## config.mk

```make
export PLATFORM = sky130hd
export DESIGN_NAME = reset_power_mode_control
export DESIGN_NICKNAME = d
export VERILOG_FILES = /design/src/hw/rpm_pkg.sv /design/src/hw/reset_sync.sv /design/src/hw/reset_power_mode_control.sv
export SDC_FILE = /design/constraint.sdc
export NUM_CORES = 1
export LEC_CHECK = 0
export ABC_AREA = 0
export BUFFER_PORTS_ARGS = -buffer_cell sky130_fd_sc_hd__buf_4
export CAP_MARGIN = 20
export CORE_AREA = 2 2 109 111
export CTS_CLUSTER_DIAMETER = 30
export DETAILED_ROUTE_END_ITERATION = 8
export DIE_AREA = 0 0 111 113
export PLACE_DENSITY = 0.79
export SLEW_MARGIN = 5
export SYNTH_ARGS = -nofsm -noshare
export SYNTH_HDL_FRONTEND = slang
export SYNTH_SLANG_ARGS = --single-unit
```

## constraint.sdc

```tcl
create_clock -name mclk -period 2.47 [get_ports mclk]
set_input_delay 0.6175 -clock mclk [delete_from_list [all_inputs] [get_ports mclk]]
set_output_delay 0.6175 -clock mclk [all_outputs]
set_load 0.01 [all_outputs]
```

## src/hw/rpm_pkg.sv

```systemverilog
// Package: constants for the reset and power-mode control block.
// Assumes an AXI4-Lite master on the 40 MHz core clock mclk.
package rpm_pkg;

  // ****************************************
  // Register map (byte addresses)
  // ****************************************
  localparam logic [7:0] CAUSE_ADDR  = 8'h00;
  localparam logic [7:0] CFG_ADDR    = 8'h04;
  localparam logic [7:0] PMODE_ADDR  = 8'h08;
  localparam logic [7:0] STATUS_ADDR = 8'h0C;

  // ****************************************
  // Reset-cause field positions
  // ****************************************
  localparam int CAUSE_PIN  = 0;
  localparam int CAUSE_POR  = 1;
  localparam int CAUSE_BOD  = 2;
  localparam int CAUSE_WDT  = 3;
  localparam int CAUSE_SW   = 4;
  localparam int CAUSE_BRK  = 5;
  localparam int NUM_CAUSES = 6;

  // Config field positions
  localparam int CFG_BOD_EN   = 0;
  localparam int CFG_BOD_IRQ  = 1;
  localparam int CFG_PIN_EN   = 2;
  localparam int CFG_BOOT_ST0 = 3;
  localparam int CFG_RC_SYS   = 4;
  localparam int CFG_RTC_EN   = 5;
  localparam int CFG_XTAL     = 6;
  localparam int CFG_CMP_OFF  = 7;
  localparam int CFG_VEC_LSB  = 8;
  localparam int CFG_W        = 16;

  // Reset values
  localparam logic [CFG_W-1:0]      CFG_RESET   = 16'h0005;
  localparam logic [NUM_CAUSES-1:0] CAUSE_POWER = 6'h06;
  localparam logic [7:0]            VEC_RESET   = 8'h1F;

  // Power-mode command codes
  localparam logic [1:0] PM_RUN   = 2'h0;
  localparam logic [1:0] PM_IDLE  = 2'h1;
  localparam logic [1:0] PM_PD    = 2'h2;
  localparam logic [1:0] PM_TOTAL = 2'h3;

  // ****************************************
  // Timing
  // ****************************************
  localparam int WAKE_XTAL_CYC = 992;
  localparam int WAKE_RC_CYC   = 224;
  localparam int WAKE_EXTRA_US = 60;
  localparam int CLK_MHZ       = 40;
  localparam int WAKE_EXTRA_CYC = WAKE_EXTRA_US * CLK_MHZ;
  localparam int WAKE_W        = 13;
  localparam int RST_STRETCH   = 4;

endpackage : rpm_pkg

```

## src/hw/reset_sync.sv

```systemverilog
// Two-flop synchroniser for one asynchronous level.
// Assumes the level may change at any time relative to mclk.
module reset_sync (
  // Clock and reset
  input  wire logic mclk,
  input  wire logic resetn,
  // Level
  input  wire logic din,
  output logic      dout
);
  logic stage1_r;
  logic stage2_r;

  always_ff @(posedge mclk or negedge resetn) begin
    if (!resetn) begin
      stage1_r <= 1'b0;
      stage2_r <= 1'b0;
    end else begin
      stage1_r <= din;
      stage2_r <= stage1_r;
    end
  end

  assign dout = stage2_r;
endmodule : reset_sync

```

## src/hw/reset_power_mode_control.sv

```systemverilog
// Reset gathering, cause flags, brownout and power modes, AXI4-Lite slave.
// Assumes resetn is the power-on event and all detector inputs are asynchronous.
// Operation
// - Brownout resets by default; config bit turns it into interrupt instead.
// - Software enables brownout detection; disabled means no reset, no interrupt.
// - Brownout condition follows the supply-low indication while enabled.
// - Power-on flag set at power-up, held until software clears it.
// - Idle halts core, peripherals run; enabled interrupt or reset ends it.
// - Power-down stops oscillator; exit only on reset or wake interrupts.
// - Brownout, watchdog, comparators, system timer keep running in power-down.
// - RC oscillator stops in power-down unless RC system clock with timer.
// - Total power-down also turns off brownout detection and comparators.
// - Pin enable 1 makes shared pin active-low reset, else plain input.
// - During power-up the pin always resets; nothing else overrides enable.
// - Six sources merge into core reset.
// - Each source has a cause flag; writing 0 clears it.
// - Power-on sets power-on and brownout flags, clears the others.
// - Other resets set own flag and keep earlier uncleared ones.
// - Fetch starts at zero or boot vector high byte with low 00h.
// - Boot address after break reset, boot status bit, or forced programming.
// - Enabled external interrupt wakes from idle or power-down.
// - Power-down wake holds clock 992 or 224 oscillator cycles plus fixed delay.
//
// The AXI4-Lite register port and the register addresses were chosen for this implementation.
module reset_power_mode_control
  import rpm_pkg::*;
(
  // Clock and power-on reset
  input  wire logic        mclk,
  input  wire logic        resetn,
  // AXI4-Lite slave
  input  wire logic [7:0]  awaddr,
  input  wire logic        awvalid,
  output logic             awready,
  input  wire logic [31:0] wdata,
  input  wire logic [3:0]  wstrb,
  input  wire logic        wvalid,
  output logic             wready,
  output logic [1:0]       bresp,
  output logic             bvalid,
  input  wire logic        bready,
  input  wire logic [7:0]  araddr,
  input  wire logic        arvalid,
  output logic             arready,
  output logic [31:0]      rdata,
  output logic [1:0]       rresp,
  output logic             rvalid,
  input  wire logic        rready,
  // Asynchronous reset and detector inputs
  input  wire logic        sharedResetPin,
  input  wire logic        supplyLow,
  input  wire logic        watchdogReset,
  input  wire logic        breakDetect,
  input  wire logic        ispForced,
  // Interrupt and oscillator tick inputs, same clock
  input  wire logic        extIrqRequestFlag,
  input  wire logic        wakeIrq,
  input  wire logic        anyEnabledIrq,
  input  wire logic        oscTick,
  // Outputs
  output logic             coreResetn,
  output logic             coreHalt,
  output logic             coreClockEn,
  output logic             oscEnable,
  output logic             rcOscEnable,
  output logic             bodPowered,
  output logic             cmpPowered,
  output logic             brownoutIrq,
  output logic             pinDigitalIn,
  output logic [15:0]      resetVector
);

  // ****************************************
  // Synchronisers
  // ****************************************
  logic pinS, lowS, wdtS, brkS, ispS;

  reset_sync u_pin (.mclk(mclk), .resetn(resetn), .din(~sharedResetPin), .dout(pinS));
  reset_sync u_low (.mclk(mclk), .resetn(resetn), .din(supplyLow), .dout(lowS));
  reset_sync u_wdt (.mclk(mclk), .resetn(resetn), .din(watchdogReset), .dout(wdtS));
  reset_sync u_brk (.mclk(mclk), .resetn(resetn), .din(breakDetect), .dout(brkS));
  reset_sync u_isp (.mclk(mclk), .resetn(resetn), .din(ispForced), .dout(ispS));

  typedef enum logic [3:0] {
    ST_POWERUP = 4'b0001,
    ST_RUN     = 4'b0010,
    ST_SLEEP   = 4'b0100,
    ST_WAKE    = 4'b1000
  } pstate_e;

  // ****************************************
  // State
  // ****************************************
  pstate_e                 state_r, state_nxt;
  logic [1:0]              mode_r, mode_nxt;
  logic [CFG_W-1:0]        cfg_r, cfg_nxt;
  logic [NUM_CAUSES-1:0]   cause_r, cause_nxt;
  logic [WAKE_W-1:0]       wake_r, wake_nxt;
  logic [2:0]              stretch_r, stretch_nxt;
  // Low while counting oscillator ticks, high during the fixed delay
  logic                    wakePhase_r, wakePhase_nxt;
  logic                    swReset_r, swReset_nxt;
  logic                    bootSel_r, bootSel_nxt;
  logic                    awHeld_r, awHeld_nxt;
  logic                    wHeld_r, wHeld_nxt;
  logic [7:0]              awAddr_r, awAddr_nxt;
  logic [31:0]             wData_r, wData_nxt;
  logic                    bvalid_r, bvalid_nxt;
  logic [1:0]              bresp_r, bresp_nxt;
  logic                    rvalid_r, rvalid_nxt;
  logic [31:0]             rdata_r, rdata_nxt;
  logic [1:0]              rresp_r, rresp_nxt;
  logic                    coreRstn_r, coreRstn_nxt;
  logic                    haltOut_r, clkEnOut_r, oscOut_r, rcOut_r;
  logic                    bodOut_r, cmpOut_r, bodIrqOut_r, pinInOut_r;
  logic [15:0]             vecOut_r;

  function automatic logic mapped(input logic [7:0] a);
    mapped = (a == CAUSE_ADDR) || (a == CFG_ADDR) || (a == PMODE_ADDR) ||
             (a == STATUS_ADDR);
  endfunction : mapped

  // ****************************************
  // Derived conditions
  // ****************************************
  logic inPowerDown, bodOn, brownout, pinReset, wrFire, wakeEvent;
  logic [NUM_CAUSES-1:0] srcActive;
  logic [WAKE_W-1:0] wakeLoad;

  assign inPowerDown = (state_r == ST_SLEEP) && (mode_r != PM_IDLE);
  // Detector dark in total power-down
  assign bodOn    = cfg_r[CFG_BOD_EN] && !(inPowerDown && mode_r == PM_TOTAL);
  assign brownout = bodOn && lowS;
  // Power-up phase ignores the enable bit
  assign pinReset = pinS && (cfg_r[CFG_PIN_EN] || state_r == ST_POWERUP);

  always_comb begin
    srcActive = '0;
    srcActive[CAUSE_PIN] = pinReset;
    srcActive[CAUSE_BOD] = brownout && !cfg_r[CFG_BOD_IRQ];
    srcActive[CAUSE_WDT] = wdtS;
    srcActive[CAUSE_SW]  = swReset_r;
    srcActive[CAUSE_BRK] = brkS;
  end

  assign wakeEvent = (mode_r == PM_IDLE) ? anyEnabledIrq
                                         : (wakeIrq || extIrqRequestFlag);
  assign wakeLoad  = cfg_r[CFG_XTAL] ? WAKE_W'(WAKE_XTAL_CYC) : WAKE_W'(WAKE_RC_CYC);
  assign wrFire    = awHeld_r && wHeld_r && !bvalid_r;

  // ****************************************
  // Next-state logic
  // ****************************************
  always_comb begin
    state_nxt   = state_r;
    mode_nxt    = mode_r;
    cfg_nxt     = cfg_r;
    cause_nxt   = cause_r;
    wake_nxt    = wake_r;
    stretch_nxt = stretch_r;
    wakePhase_nxt = wakePhase_r;
    swReset_nxt = 1'b0;
    bootSel_nxt = bootSel_r;
    awHeld_nxt  = awHeld_r;
    wHeld_nxt   = wHeld_r;
    awAddr_nxt  = awAddr_r;
    wData_nxt   = wData_r;
    bvalid_nxt  = bvalid_r;
    bresp_nxt   = bresp_r;
    rvalid_nxt  = rvalid_r;
    rdata_nxt   = rdata_r;
    rresp_nxt   = rresp_r;
    coreRstn_nxt = coreRstn_r;

    // Bus channels
    if (awvalid && !awHeld_r) begin
      awHeld_nxt = 1'b1;
      awAddr_nxt = awaddr;
    end
    if (wvalid && !wHeld_r) begin
      wHeld_nxt = 1'b1;
      wData_nxt = wdata & {{8{wstrb[3]}}, {8{wstrb[2]}}, {8{wstrb[1]}}, {8{wstrb[0]}}};
    end
    if (bvalid_r && bready) begin
      bvalid_nxt = 1'b0;
    end
    if (wrFire) begin
      awHeld_nxt = 1'b0;
      wHeld_nxt  = 1'b0;
      bvalid_nxt = 1'b1;
      bresp_nxt  = mapped(awAddr_r) ? 2'h0 : 2'h2;
      // Clear-only: a 0 clears, a 1 leaves the flag alone
      if (awAddr_r == CAUSE_ADDR) begin
        cause_nxt = cause_r & wData_r[NUM_CAUSES-1:0];
      end else if (awAddr_r == CFG_ADDR) begin
        cfg_nxt = wData_r[CFG_W-1:0];
      end else if (awAddr_r == PMODE_ADDR) begin
        mode_nxt    = wData_r[1:0];
        swReset_nxt = wData_r[4];
        if (wData_r[1:0] != PM_RUN && state_r == ST_RUN) begin
          state_nxt = ST_SLEEP;
        end
      end
    end
    if (rvalid_r && rready) begin
      rvalid_nxt = 1'b0;
    end
    if (arvalid && !rvalid_r) begin
      rvalid_nxt = 1'b1;
      rresp_nxt  = mapped(araddr) ? 2'h0 : 2'h2;
      rdata_nxt  = '0;
      if (araddr == CAUSE_ADDR) begin
        rdata_nxt[NUM_CAUSES-1:0] = cause_r;
      end else if (araddr == CFG_ADDR) begin
        rdata_nxt[CFG_W-1:0] = cfg_r;
      end else if (araddr == PMODE_ADDR) begin
        rdata_nxt[1:0] = mode_r;
      end else if (araddr == STATUS_ADDR) begin
        rdata_nxt[3:0] = {brownout, pinS, coreRstn_r, state_r == ST_SLEEP};
      end
    end

    // Set wins over a clear in the same cycle
    cause_nxt = cause_nxt | srcActive;

    // Stretch reset; release only when every source is idle
    if (|srcActive) begin
      stretch_nxt  = 3'(RST_STRETCH);
      coreRstn_nxt = 1'b0;
      bootSel_nxt  = brkS;
    end else if (stretch_r != 3'h0) begin
      stretch_nxt = stretch_r - 3'h1;
    end else begin
      coreRstn_nxt = 1'b1;
    end
    if (|srcActive && state_r != ST_POWERUP) begin
      state_nxt = ST_RUN;
      mode_nxt  = PM_RUN;
    end

    case (state_r)
      ST_POWERUP: begin
        if (!pinS && stretch_r == 3'h0 && !(|srcActive)) begin
          state_nxt = ST_RUN;
        end
      end
      ST_SLEEP: begin
        if (wakeEvent && !(|srcActive)) begin
          if (mode_r == PM_IDLE) begin
            state_nxt = ST_RUN;
          end else begin
            state_nxt = ST_WAKE;
            wake_nxt  = wakeLoad;
            wakePhase_nxt = 1'b0;
          end
          mode_nxt = PM_RUN;
        end
      end
      ST_WAKE: begin
        // Oscillator ticks first, then the fixed delay in core cycles
        if (!wakePhase_r) begin
          if (oscTick) begin
            if (wake_r <= WAKE_W'(1)) begin
              wake_nxt      = WAKE_W'(WAKE_EXTRA_CYC);
              wakePhase_nxt = 1'b1;
            end else begin
              wake_nxt = wake_r - WAKE_W'(1);
            end
          end
        end else if (wake_r == '0) begin
          state_nxt = ST_RUN;
        end else begin
          wake_nxt = wake_r - WAKE_W'(1);
        end
      end
      default: begin
      end
    endcase
  end

  // ****************************************
  // Registers
  // ****************************************
  always_ff @(posedge mclk or negedge resetn) begin
    if (!resetn) begin
      state_r    <= ST_POWERUP;
      mode_r     <= PM_RUN;
      cfg_r      <= CFG_RESET;
      cause_r    <= CAUSE_POWER;
      wake_r     <= '0;
      stretch_r  <= 3'(RST_STRETCH);
      wakePhase_r <= 1'b0;
      swReset_r  <= 1'b0;
      bootSel_r  <= 1'b0;
      awHeld_r   <= 1'b0;
      wHeld_r    <= 1'b0;
      awAddr_r   <= '0;
      wData_r    <= '0;
      bvalid_r   <= 1'b0;
      bresp_r    <= 2'h0;
      rvalid_r   <= 1'b0;
      rdata_r    <= '0;
      rresp_r    <= 2'h0;
      coreRstn_r <= 1'b0;
    end else begin
      state_r    <= state_nxt;
      mode_r     <= mode_nxt;
      cfg_r      <= cfg_nxt;
      cause_r    <= cause_nxt;
      wake_r     <= wake_nxt;
      stretch_r  <= stretch_nxt;
      wakePhase_r <= wakePhase_nxt;
      swReset_r  <= swReset_nxt;
      bootSel_r  <= bootSel_nxt;
      awHeld_r   <= awHeld_nxt;
      wHeld_r    <= wHeld_nxt;
      awAddr_r   <= awAddr_nxt;
      wData_r    <= wData_nxt;
      bvalid_r   <= bvalid_nxt;
      bresp_r    <= bresp_nxt;
      rvalid_r   <= rvalid_nxt;
      rdata_r    <= rdata_nxt;
      rresp_r    <= rresp_nxt;
      coreRstn_r <= coreRstn_nxt;
    end
  end

  // ****************************************
  // Registered outputs
  // ****************************************
  logic sleepNxt, pdNxt, totNxt, ispLatch_r;

  assign sleepNxt = (state_nxt == ST_SLEEP);
  assign pdNxt    = sleepNxt && (mode_nxt != PM_IDLE);
  assign totNxt   = sleepNxt && (mode_nxt == PM_TOTAL);

  always_ff @(posedge mclk or negedge resetn) begin
    if (!resetn) begin
      haltOut_r   <= 1'b1;
      clkEnOut_r  <= 1'b0;
      oscOut_r    <= 1'b1;
      rcOut_r     <= 1'b1;
      bodOut_r    <= 1'b1;
      cmpOut_r    <= 1'b1;
      bodIrqOut_r <= 1'b0;
      pinInOut_r  <= 1'b1;
      vecOut_r    <= 16'h0000;
      ispLatch_r  <= 1'b0;
    end else begin
      // Power-up strap sampled every cycle while still in ST_POWERUP, before core release
      if (state_r == ST_POWERUP) begin
        ispLatch_r <= ispS;
      end
      haltOut_r   <= sleepNxt || state_nxt == ST_WAKE;
      clkEnOut_r  <= (state_nxt == ST_RUN);
      oscOut_r    <= !pdNxt;
      rcOut_r     <= !pdNxt || (cfg_nxt[CFG_RC_SYS] && cfg_nxt[CFG_RTC_EN]);
      bodOut_r    <= cfg_nxt[CFG_BOD_EN] && !totNxt;
      cmpOut_r    <= !totNxt && !cfg_nxt[CFG_CMP_OFF];
      bodIrqOut_r <= brownout && cfg_r[CFG_BOD_IRQ];
      pinInOut_r  <= !pinS;
      vecOut_r    <= (bootSel_r || cfg_r[CFG_BOOT_ST0] || ispLatch_r) ?
                     {cfg_r[CFG_VEC_LSB +: 8], 8'h00} : 16'h0000;
    end
  end

  assign awready     = !awHeld_r;
  assign wready      = !wHeld_r;
  assign bvalid      = bvalid_r;
  assign bresp       = bresp_r;
  assign arready     = !rvalid_r;
  assign rvalid      = rvalid_r;
  assign rdata       = rdata_r;
  assign rresp       = rresp_r;
  assign coreResetn  = coreRstn_r;
  assign coreHalt    = haltOut_r;
  assign coreClockEn = clkEnOut_r;
  assign oscEnable   = oscOut_r;
  assign rcOscEnable = rcOut_r;
  assign bodPowered  = bodOut_r;
  assign cmpPowered  = cmpOut_r;
  assign brownoutIrq = bodIrqOut_r;
  assign pinDigitalIn = pinInOut_r;
  assign resetVector = vecOut_r;

endmodule : reset_power_mode_control

```

=== Yosys cells after proc, flatten, opt, wreduce, memory -nomap -nowiden ===
Cells that the tools add are included.
W data, S select, Z words.

* Output and inout port bits: 66
* Input port bits: 68
* Memories kept: 0
* Memory bits (writable): 0
* Bits in registers: 131
* Latch bits: 0
* Word-level logic and storage cells: 200
* ROM bits: 0

* Add/subtract/negate cells: 2
* Shifts and indexed selects: 0
* Bitwise operators: 5
* Reduce and logical (&&, ||, !) cells: 63
* Equal/unequal tests: 24
* Magnitude comparators: 1
* $mul: 0
* Mux-type cells: 65
* Div/mod/pow operators: 0

{| class="wikitable"
|+ Operator list
! operator !! count
|-
| $mux W13 || 6
|-
| $mux W4 || 13
|-
| $eq A8 B4 Y1 const B || 4
|-
| $pmux W13 S2 || 1
|-
| $logic_and A1 B1 Y1 || 24
|-
| $mux W8 || 3
|-
| $mux W2 || 11
|-
| $mux W1 || 20
|-
| $mux W10 || 2
|-
| $mux W6 || 3
|-
| $and A16 B16 Y16 || 1
|-
| $eq A8 B3 Y1 const B || 2
|-
| $logic_not A8 Y1 || 2
|-
| $mux W16 || 1
|-
| $reduce_bool A2 Y1 || 7
|-
| $le A13 B1 Y1 const B || 1
|-
| $logic_not A13 Y1 || 1
|-
| $sub A13 B1 Y13 const B || 1
|-
| $logic_or A1 B1 Y1 || 12
|-
| $mux W12 || 1
|-
| $pmux W4 S3 || 1
|-
| $logic_not A1 Y1 || 11
|-
| $eq A4 B2 Y1 const B || 2
|-
| $eq A4 B3 Y1 const B || 2
|-
| 19 further kinds || 28
|}

=== Depth between registers and ports, before layout ===
* Depth in word-level cells: 17
* Mapped depth: 9
* Gate-level depth less buffers: 8

=== Cells and area by module ===
From an unflattened synthesis, not the netlist that was laid out.

* Cells, all modules: 495
* Area total of the unflattened synthesis: 5481.5 um^2

{| class="wikitable"
|+ By module, submodules not included
! module !! sequential area each (um^2) !! times used !! area an instance (um^2) !! cells an instance
|-
| reset_power_mode_control || 2792.7 || 1 || 5231.3 || 485
|-
| reset_sync || 50.0 || 5 || 50.0 || 2
|}

=== Least setup slack after synthesis ===
OpenSTA, ideal clock, no wires.

* Path kind: in2reg
* Start point: input port araddr[5]
* End point: register rdata_r[10] (netlist: rdata[10])
* Arrival time: 2.426 ns
* Path buffers: 0
* Stages: 5
* Setup time: 0.067 ns
* Path slack: -0.023 ns
* Data required time: 2.403 ns
* Path through: or4_1 > or4_1 > or2_2 > nor2_1 > a22o_1

* Cells in the longest elaborated chain, start to end: 3
* Elaborated cells on any way between the ends: 4
* Classes of those cells: eq/ne (1); mux (2); reduce/logical (1)

{| class="wikitable"
|+ RTL lines
! what !! line !! text
|-
| start, declared || reset_power_mode_control.sv:42 || <nowiki>input wire logic [7:0] araddr,</nowiki>
|-
| $eq A8 B3 Y1 || reset_power_mode_control.sv:214 || <nowiki>end else if (araddr == CFG_ADDR) begin</nowiki>
|-
| $mux W12 || reset_power_mode_control.sv:214 ||
|-
| $mux W10 (*) || reset_power_mode_control.sv:212 || <nowiki>if (araddr == CAUSE_ADDR) begin</nowiki>
|-
| end signal, assigned || reset_power_mode_control.sv:322 || <nowiki>rdata_r <= rdata_nxt;</nowiki>
|-
| end, declared || reset_power_mode_control.sv:111 || <nowiki>logic [31:0] rdata_r, rdata_nxt;</nowiki>
|}

Every way passes the cells marked *; elsewhere a longest branch is shown, timed or not.
A chain may end at the register's enable or synchronous reset.

=== Worst setup path after layout ===
* Start point: register state_r[1]
* End point: register haltOut_r (netlist: coreHalt)

* Cells in the longest elaborated chain, start to end: 15
* Elaborated cells on any way between the ends: 33
* Classes of those cells: eq/ne (7); mux (11); reduce/logical (15)

{| class="wikitable"
|+ RTL lines
! what !! line !! text
|-
| start, declared || reset_power_mode_control.sv:94 || <nowiki>pstate_e state_r, state_nxt;</nowiki>
|-
| start signal, assigned || reset_power_mode_control.sv:306 || <nowiki>state_r <= state_nxt;</nowiki>
|-
| $eq A4 B3 Y1 || reset_power_mode_control.sv:130, reset_power_mode_control.sv:241 ||
|-
| $logic_and A1 B1 Y1 || reset_power_mode_control.sv:130 || <nowiki>assign inPowerDown = (state_r == ST_SLEEP) && (mode_r != PM_IDLE);</nowiki>
|-
| $logic_and A1 B1 Y1 || reset_power_mode_control.sv:132 || <nowiki>assign bodOn = cfg_r[CFG_BOD_EN] && !(inPowerDown && mode_r == PM_TOTAL);</nowiki>
|-
| $logic_not A1 Y1 || reset_power_mode_control.sv:132 ||
|-
| $logic_and A1 B1 Y1 || reset_power_mode_control.sv:132 ||
|-
| $logic_and A1 B1 Y1 || reset_power_mode_control.sv:133 || <nowiki>assign brownout = bodOn && lowS;</nowiki>
|-
| $logic_and A1 B1 Y1 || reset_power_mode_control.sv:140 || <nowiki>srcActive[CAUSE_BOD] = brownout && !cfg_r[CFG_BOD_IRQ];</nowiki>
|-
| $reduce_or A5 Y1 || reset_power_mode_control.sv:236, reset_power_mode_control.sv:243, reset_power_mode_control.sv:248 ||
|-
| $logic_and A1 B1 Y1 || reset_power_mode_control.sv:236 || <nowiki>if (|srcActive && state_r != ST_POWERUP) begin</nowiki>
|-
| $mux W4 || reset_power_mode_control.sv:236 ||
|-
| $mux W4 || reset_power_mode_control.sv:270 || <nowiki>end else if (wake_r == '0) begin</nowiki>
|-
| $mux W4 || reset_power_mode_control.sv:261 || <nowiki>if (!wakePhase_r) begin</nowiki>
|-
| $pmux W4 S3 (*) || reset_power_mode_control.sv:241 || <nowiki>case (state_r)</nowiki>
|-
| net state_nxt[1] || reset_power_mode_control.sv:94 ||
|-
| $eq A4 B3 Y1 / $eq A4 B4 Y1 (equally long branches) || reset_power_mode_control.sv:333, reset_power_mode_control.sv:354 ||
|-
| $logic_or A1 B1 Y1 (*) || reset_power_mode_control.sv:354 || <nowiki>haltOut_r <= sleepNxt || state_nxt == ST_WAKE;</nowiki>
|-
| end signal, assigned || reset_power_mode_control.sv:339 || <nowiki>haltOut_r <= 1'b1;</nowiki>
|-
| end signal, assigned || reset_power_mode_control.sv:354 ||
|-
| end, declared || reset_power_mode_control.sv:114 || <nowiki>logic haltOut_r, clkEnOut_r, oscOut_r, rcOut_r;</nowiki>
|}

The timed path passes the listed nets; every way through them passes the cells marked *.

==> impl_results.md <==
* Number of inserted diodes at 0
* Total routed wirelength at 12,040 um
* Number of sinks on the clock net at 121
* Period minus WS final at 2.380 ns
* CTS buffer count at 17
* Sequential share of power at 45.1%
* Part of the power in the clock network at 41.8%
* Slack of the worst reg-to-reg path at 0.09 ns
* Die area at 12,540 um2
* Max cap viols at 0
* Share of the synthesized area in the top cell type at 50.79%
* Core area at 11,270 um2
* Critical R2R Launch: state_r[1]
* Weighted congestion reported at the end of routability-driven placement at 0.9040
* Slew @ Worst Pin at 0.8848 ns
* Initial Utilization at 47.64%
* Cell internal pwr at 4.149 mW
* Arrival time of data at the critical path endpoint at 2.72 ns
* Maximum number of pins on one net before global-route repair at 122
* Maximum fanout along the worst path at 8
* DR iter-0 viols at 313
* Number of rows created at floorplan at 39
* Count of unresolved DRC violations after routing at 0
* Critical Path Start: state_r[1]
* Die height at 113 um
* H-tree lvl count at 4
* Sequential area share after synthesis at 56.66%
* Class of the most critical hold timing path: in2async
* Maximum clock frequency at 0.4201 GHz
* Average via count per standard cell at 5.227
* Critical register-to-register path endpoint: coreHalt
* Global-route wire length before repair at 19,860 um
* Worst relative slew slack at 40.87%
* GRT Residual Overflow at 0
* Max Transition Viols Final at 0
* Dominant cell type by area after synthesis: dfrtp_1
* Pwr/cell area at 801.7 nW/um2
* Setup crit end kind: flop
* Number of vias in the routed layout at 3,978
* Longest Clk Path Bufs at 2
* Via count of the first global-routing pass at 4,041
* Mean Syn Cell Area at 11.21 um2
* Required time of the critical path at 2.81 ns
* Overall routing resource usage at 20.23%
* Worst Reg-to-Reg Cells at 9
* Master cell of the clock root buffer: clkbuf_16
* Outcome: completed
* Final antenna-violating net count at 0
* Main flop type after synthesis: dfrtp_1
* Mapped cell area at 5370 um2
* CTS tree: done
* Setup repair after global routing missed its margin: true
* Post-Route Skew at 0.006699 ns
* Leakage power total at 3.363 nW
* Yosys warning total at 0
* Syn Inst Count at 479
* Overall Power at 5.572 mW
* Sum of net half-perimeters after detailed placement at 8601 um
* Length of the first detailed-routing pass in iterations at 4
* Clock-pin transition on the worst setup and hold timing paths at 0.05 ns
* Classification of the worst setup path: reg2reg
* Hold buffers post-CTS at 0
* Fraction of layout cells with a size suffix above 1 at 35.44%
* Quantity of I/O buffers inserted on ports at 89
* EDFF count, synth at 0
* Non-filler cells, final at 761
* Worst setup path end: coreHalt
* Routed WL per cell at 15.82 um
* Net switching power at 1.424 mW
* Async set-or-reset flop fraction in the synthesized netlist at 100.0%
* I/O pin count at 134
* Gate power share at 13.1%
* Net switching fraction of the power at 25.55%
* Die Wd at 111 um
* Area growth syn-to-layout at 29.43%
* Clock insertion delay at the later pin of the skew report at 0.42 ns
* Largest cells by area after synthesis: dfrtp_1, dfstp_2, mux2_2
* Layout Nets at 678
* Largest vdd supply drop at 0.7167 mV
* Final total negative setup slack at 0 ns
* Fin. Hold Viols at 0
* Placed Cells incl. Taps at 726
* Final count of negative-setup-slack endpoints at 0
* Post-synthesis cell type count at 66
* Flip-flop and latch count after synthesis at 121
* Worst slack on hold paths at 0.2694 ns
* Final period utilization at 96.37%
* Type of origin of the critical path: flop
* Number of antenna violations at the first check in global routing at 0
metrics by stage:
stage,util [%],setup slack [ns],area [um2]
2_1_floorplan,-,0.07006,5466
3_3_place_gp,56.06,0.02390,6319
3_5_place_dp,56.06,-0.02490,6319
4_1_cts,60.97,0.0004767,6873
5_1_grt,61.66,-0.06242,6950
6_report,61.66,0.08964,6950
flip-flops by register name, indices dropped and copies added (netlist names), 3 cells and up:
signal,cells
stretch_r,3
state_r,4
rdata,16
cfg_r,16
wake_r,13
awAddr_r,8
cause_r,6
resetVector,8
wData_r,16
repair_timing:
action | CTS | global route
buffers inserted | 0 | 4
setup endpoints to repair | 0 | 19
gates resized for setup | 0 | 10
per-layer routing:
layer	GRT usage (%)	wire length (um)
met1	26.13	5219
met2	32.27	5959
met3	5.624	563
met4	8.833	300
met5	0	0
power groups by stage:
stage,Sequential (mW),Clock (mW),Combinational [mW]
4_1_cts,2.51,2.36,0.738
5_1_grt,2.56,2.46,0.827
6_report,2.51,2.33,0.732
2_1_floorplan,2.48,0,0.478
3_5_place_dp,2.54,0,0.732
3_3_place_gp,2.53,0,0.702
placed cells by master, fill, tap and decap left out, drive strengths merged, types with 3 or more instances in the layout:
cell type,netlist,final
a21oi,10,10
a22o,11,11
buf,31,126
clkbuf,12,22
clkinv,0,5
conb,1,26
dfrtp,109,109
dfstp,12,12
ha,4,4
inv,18,18
mux2,27,27
mux2i,4,4
nand2,57,57
nand2b,8,8
nand3,4,4
nand4,4,4
nor2,31,31
nor2b,11,11
nor3,8,8
nor4,5,5
nor4b,6,6
o21a,3,3
o21ai,42,42
o21bai,3,3
o22a,4,4
o31ai,6,6
or3,3,3
or4,4,4
or4b,3,3
cell usage after synthesis, types with 7 or more instances:
cell type,instances
nor2b_1,11
inv_1,17
dfrtp_1,109
a22o_1,11
clkbuf_1,12
o21ai_0,41
buf_4,26
nor3_1,7
nor2_1,30
a21oi_1,10
nand2_1,57
mux2_2,27
nand2b_1,8
dfstp_2,12
worst min path at each step:
stage	startpoint	endpoint	cells past startpoint
4_1_cts	breakDetect	u_brk.stage1_r	1
3_3_place_gp	u_wdt.stage1_r	u_wdt.dout	0
6_report	resetn	coreClockEn	2
5_1_grt	watchdogReset	u_wdt.stage1_r	1
3_5_place_dp	u_wdt.stage1_r	u_wdt.dout	0
2_1_floorplan	resetn	awAddr_r[0]	0
cell type report:
type | count | area [um2]
fill | 869 | 4322
sequential | 121 | 3044
multi-input combinational | 322 | 2135
timing repair buffer | 126 | 970.9
clock buffer | 22 | 454.2
tap | 143 | 178.9
clock inverter | 9 | 100.1
inverter | 18 | 67.56
worst max-delay path: stages (launching register included):
cell and delay [ns]:
dfrtp_2 0.47, nor4b_4 0.36, a311oi_4 0.18, buf_4 0.18, o31ai_4 0.22, a21oi_1 0.16, a2111oi_4 0.34, buf_4 0.20
inv_2 0.04, nor3_2 0.14
cell families after synthesis:
family / share of synthesized area [%]
AOI/OAI and AO/OA: 13.61
buffers and inverters: 6.244
adders and majority gates: 0.9320
and+or+nand+nor: 14.91
xor gates and xnor gates: 0.3262
DFF: 56.66
muxes: 7.246
other: 0.06983
Note: power is estimated with default switching activity, not from simulation.
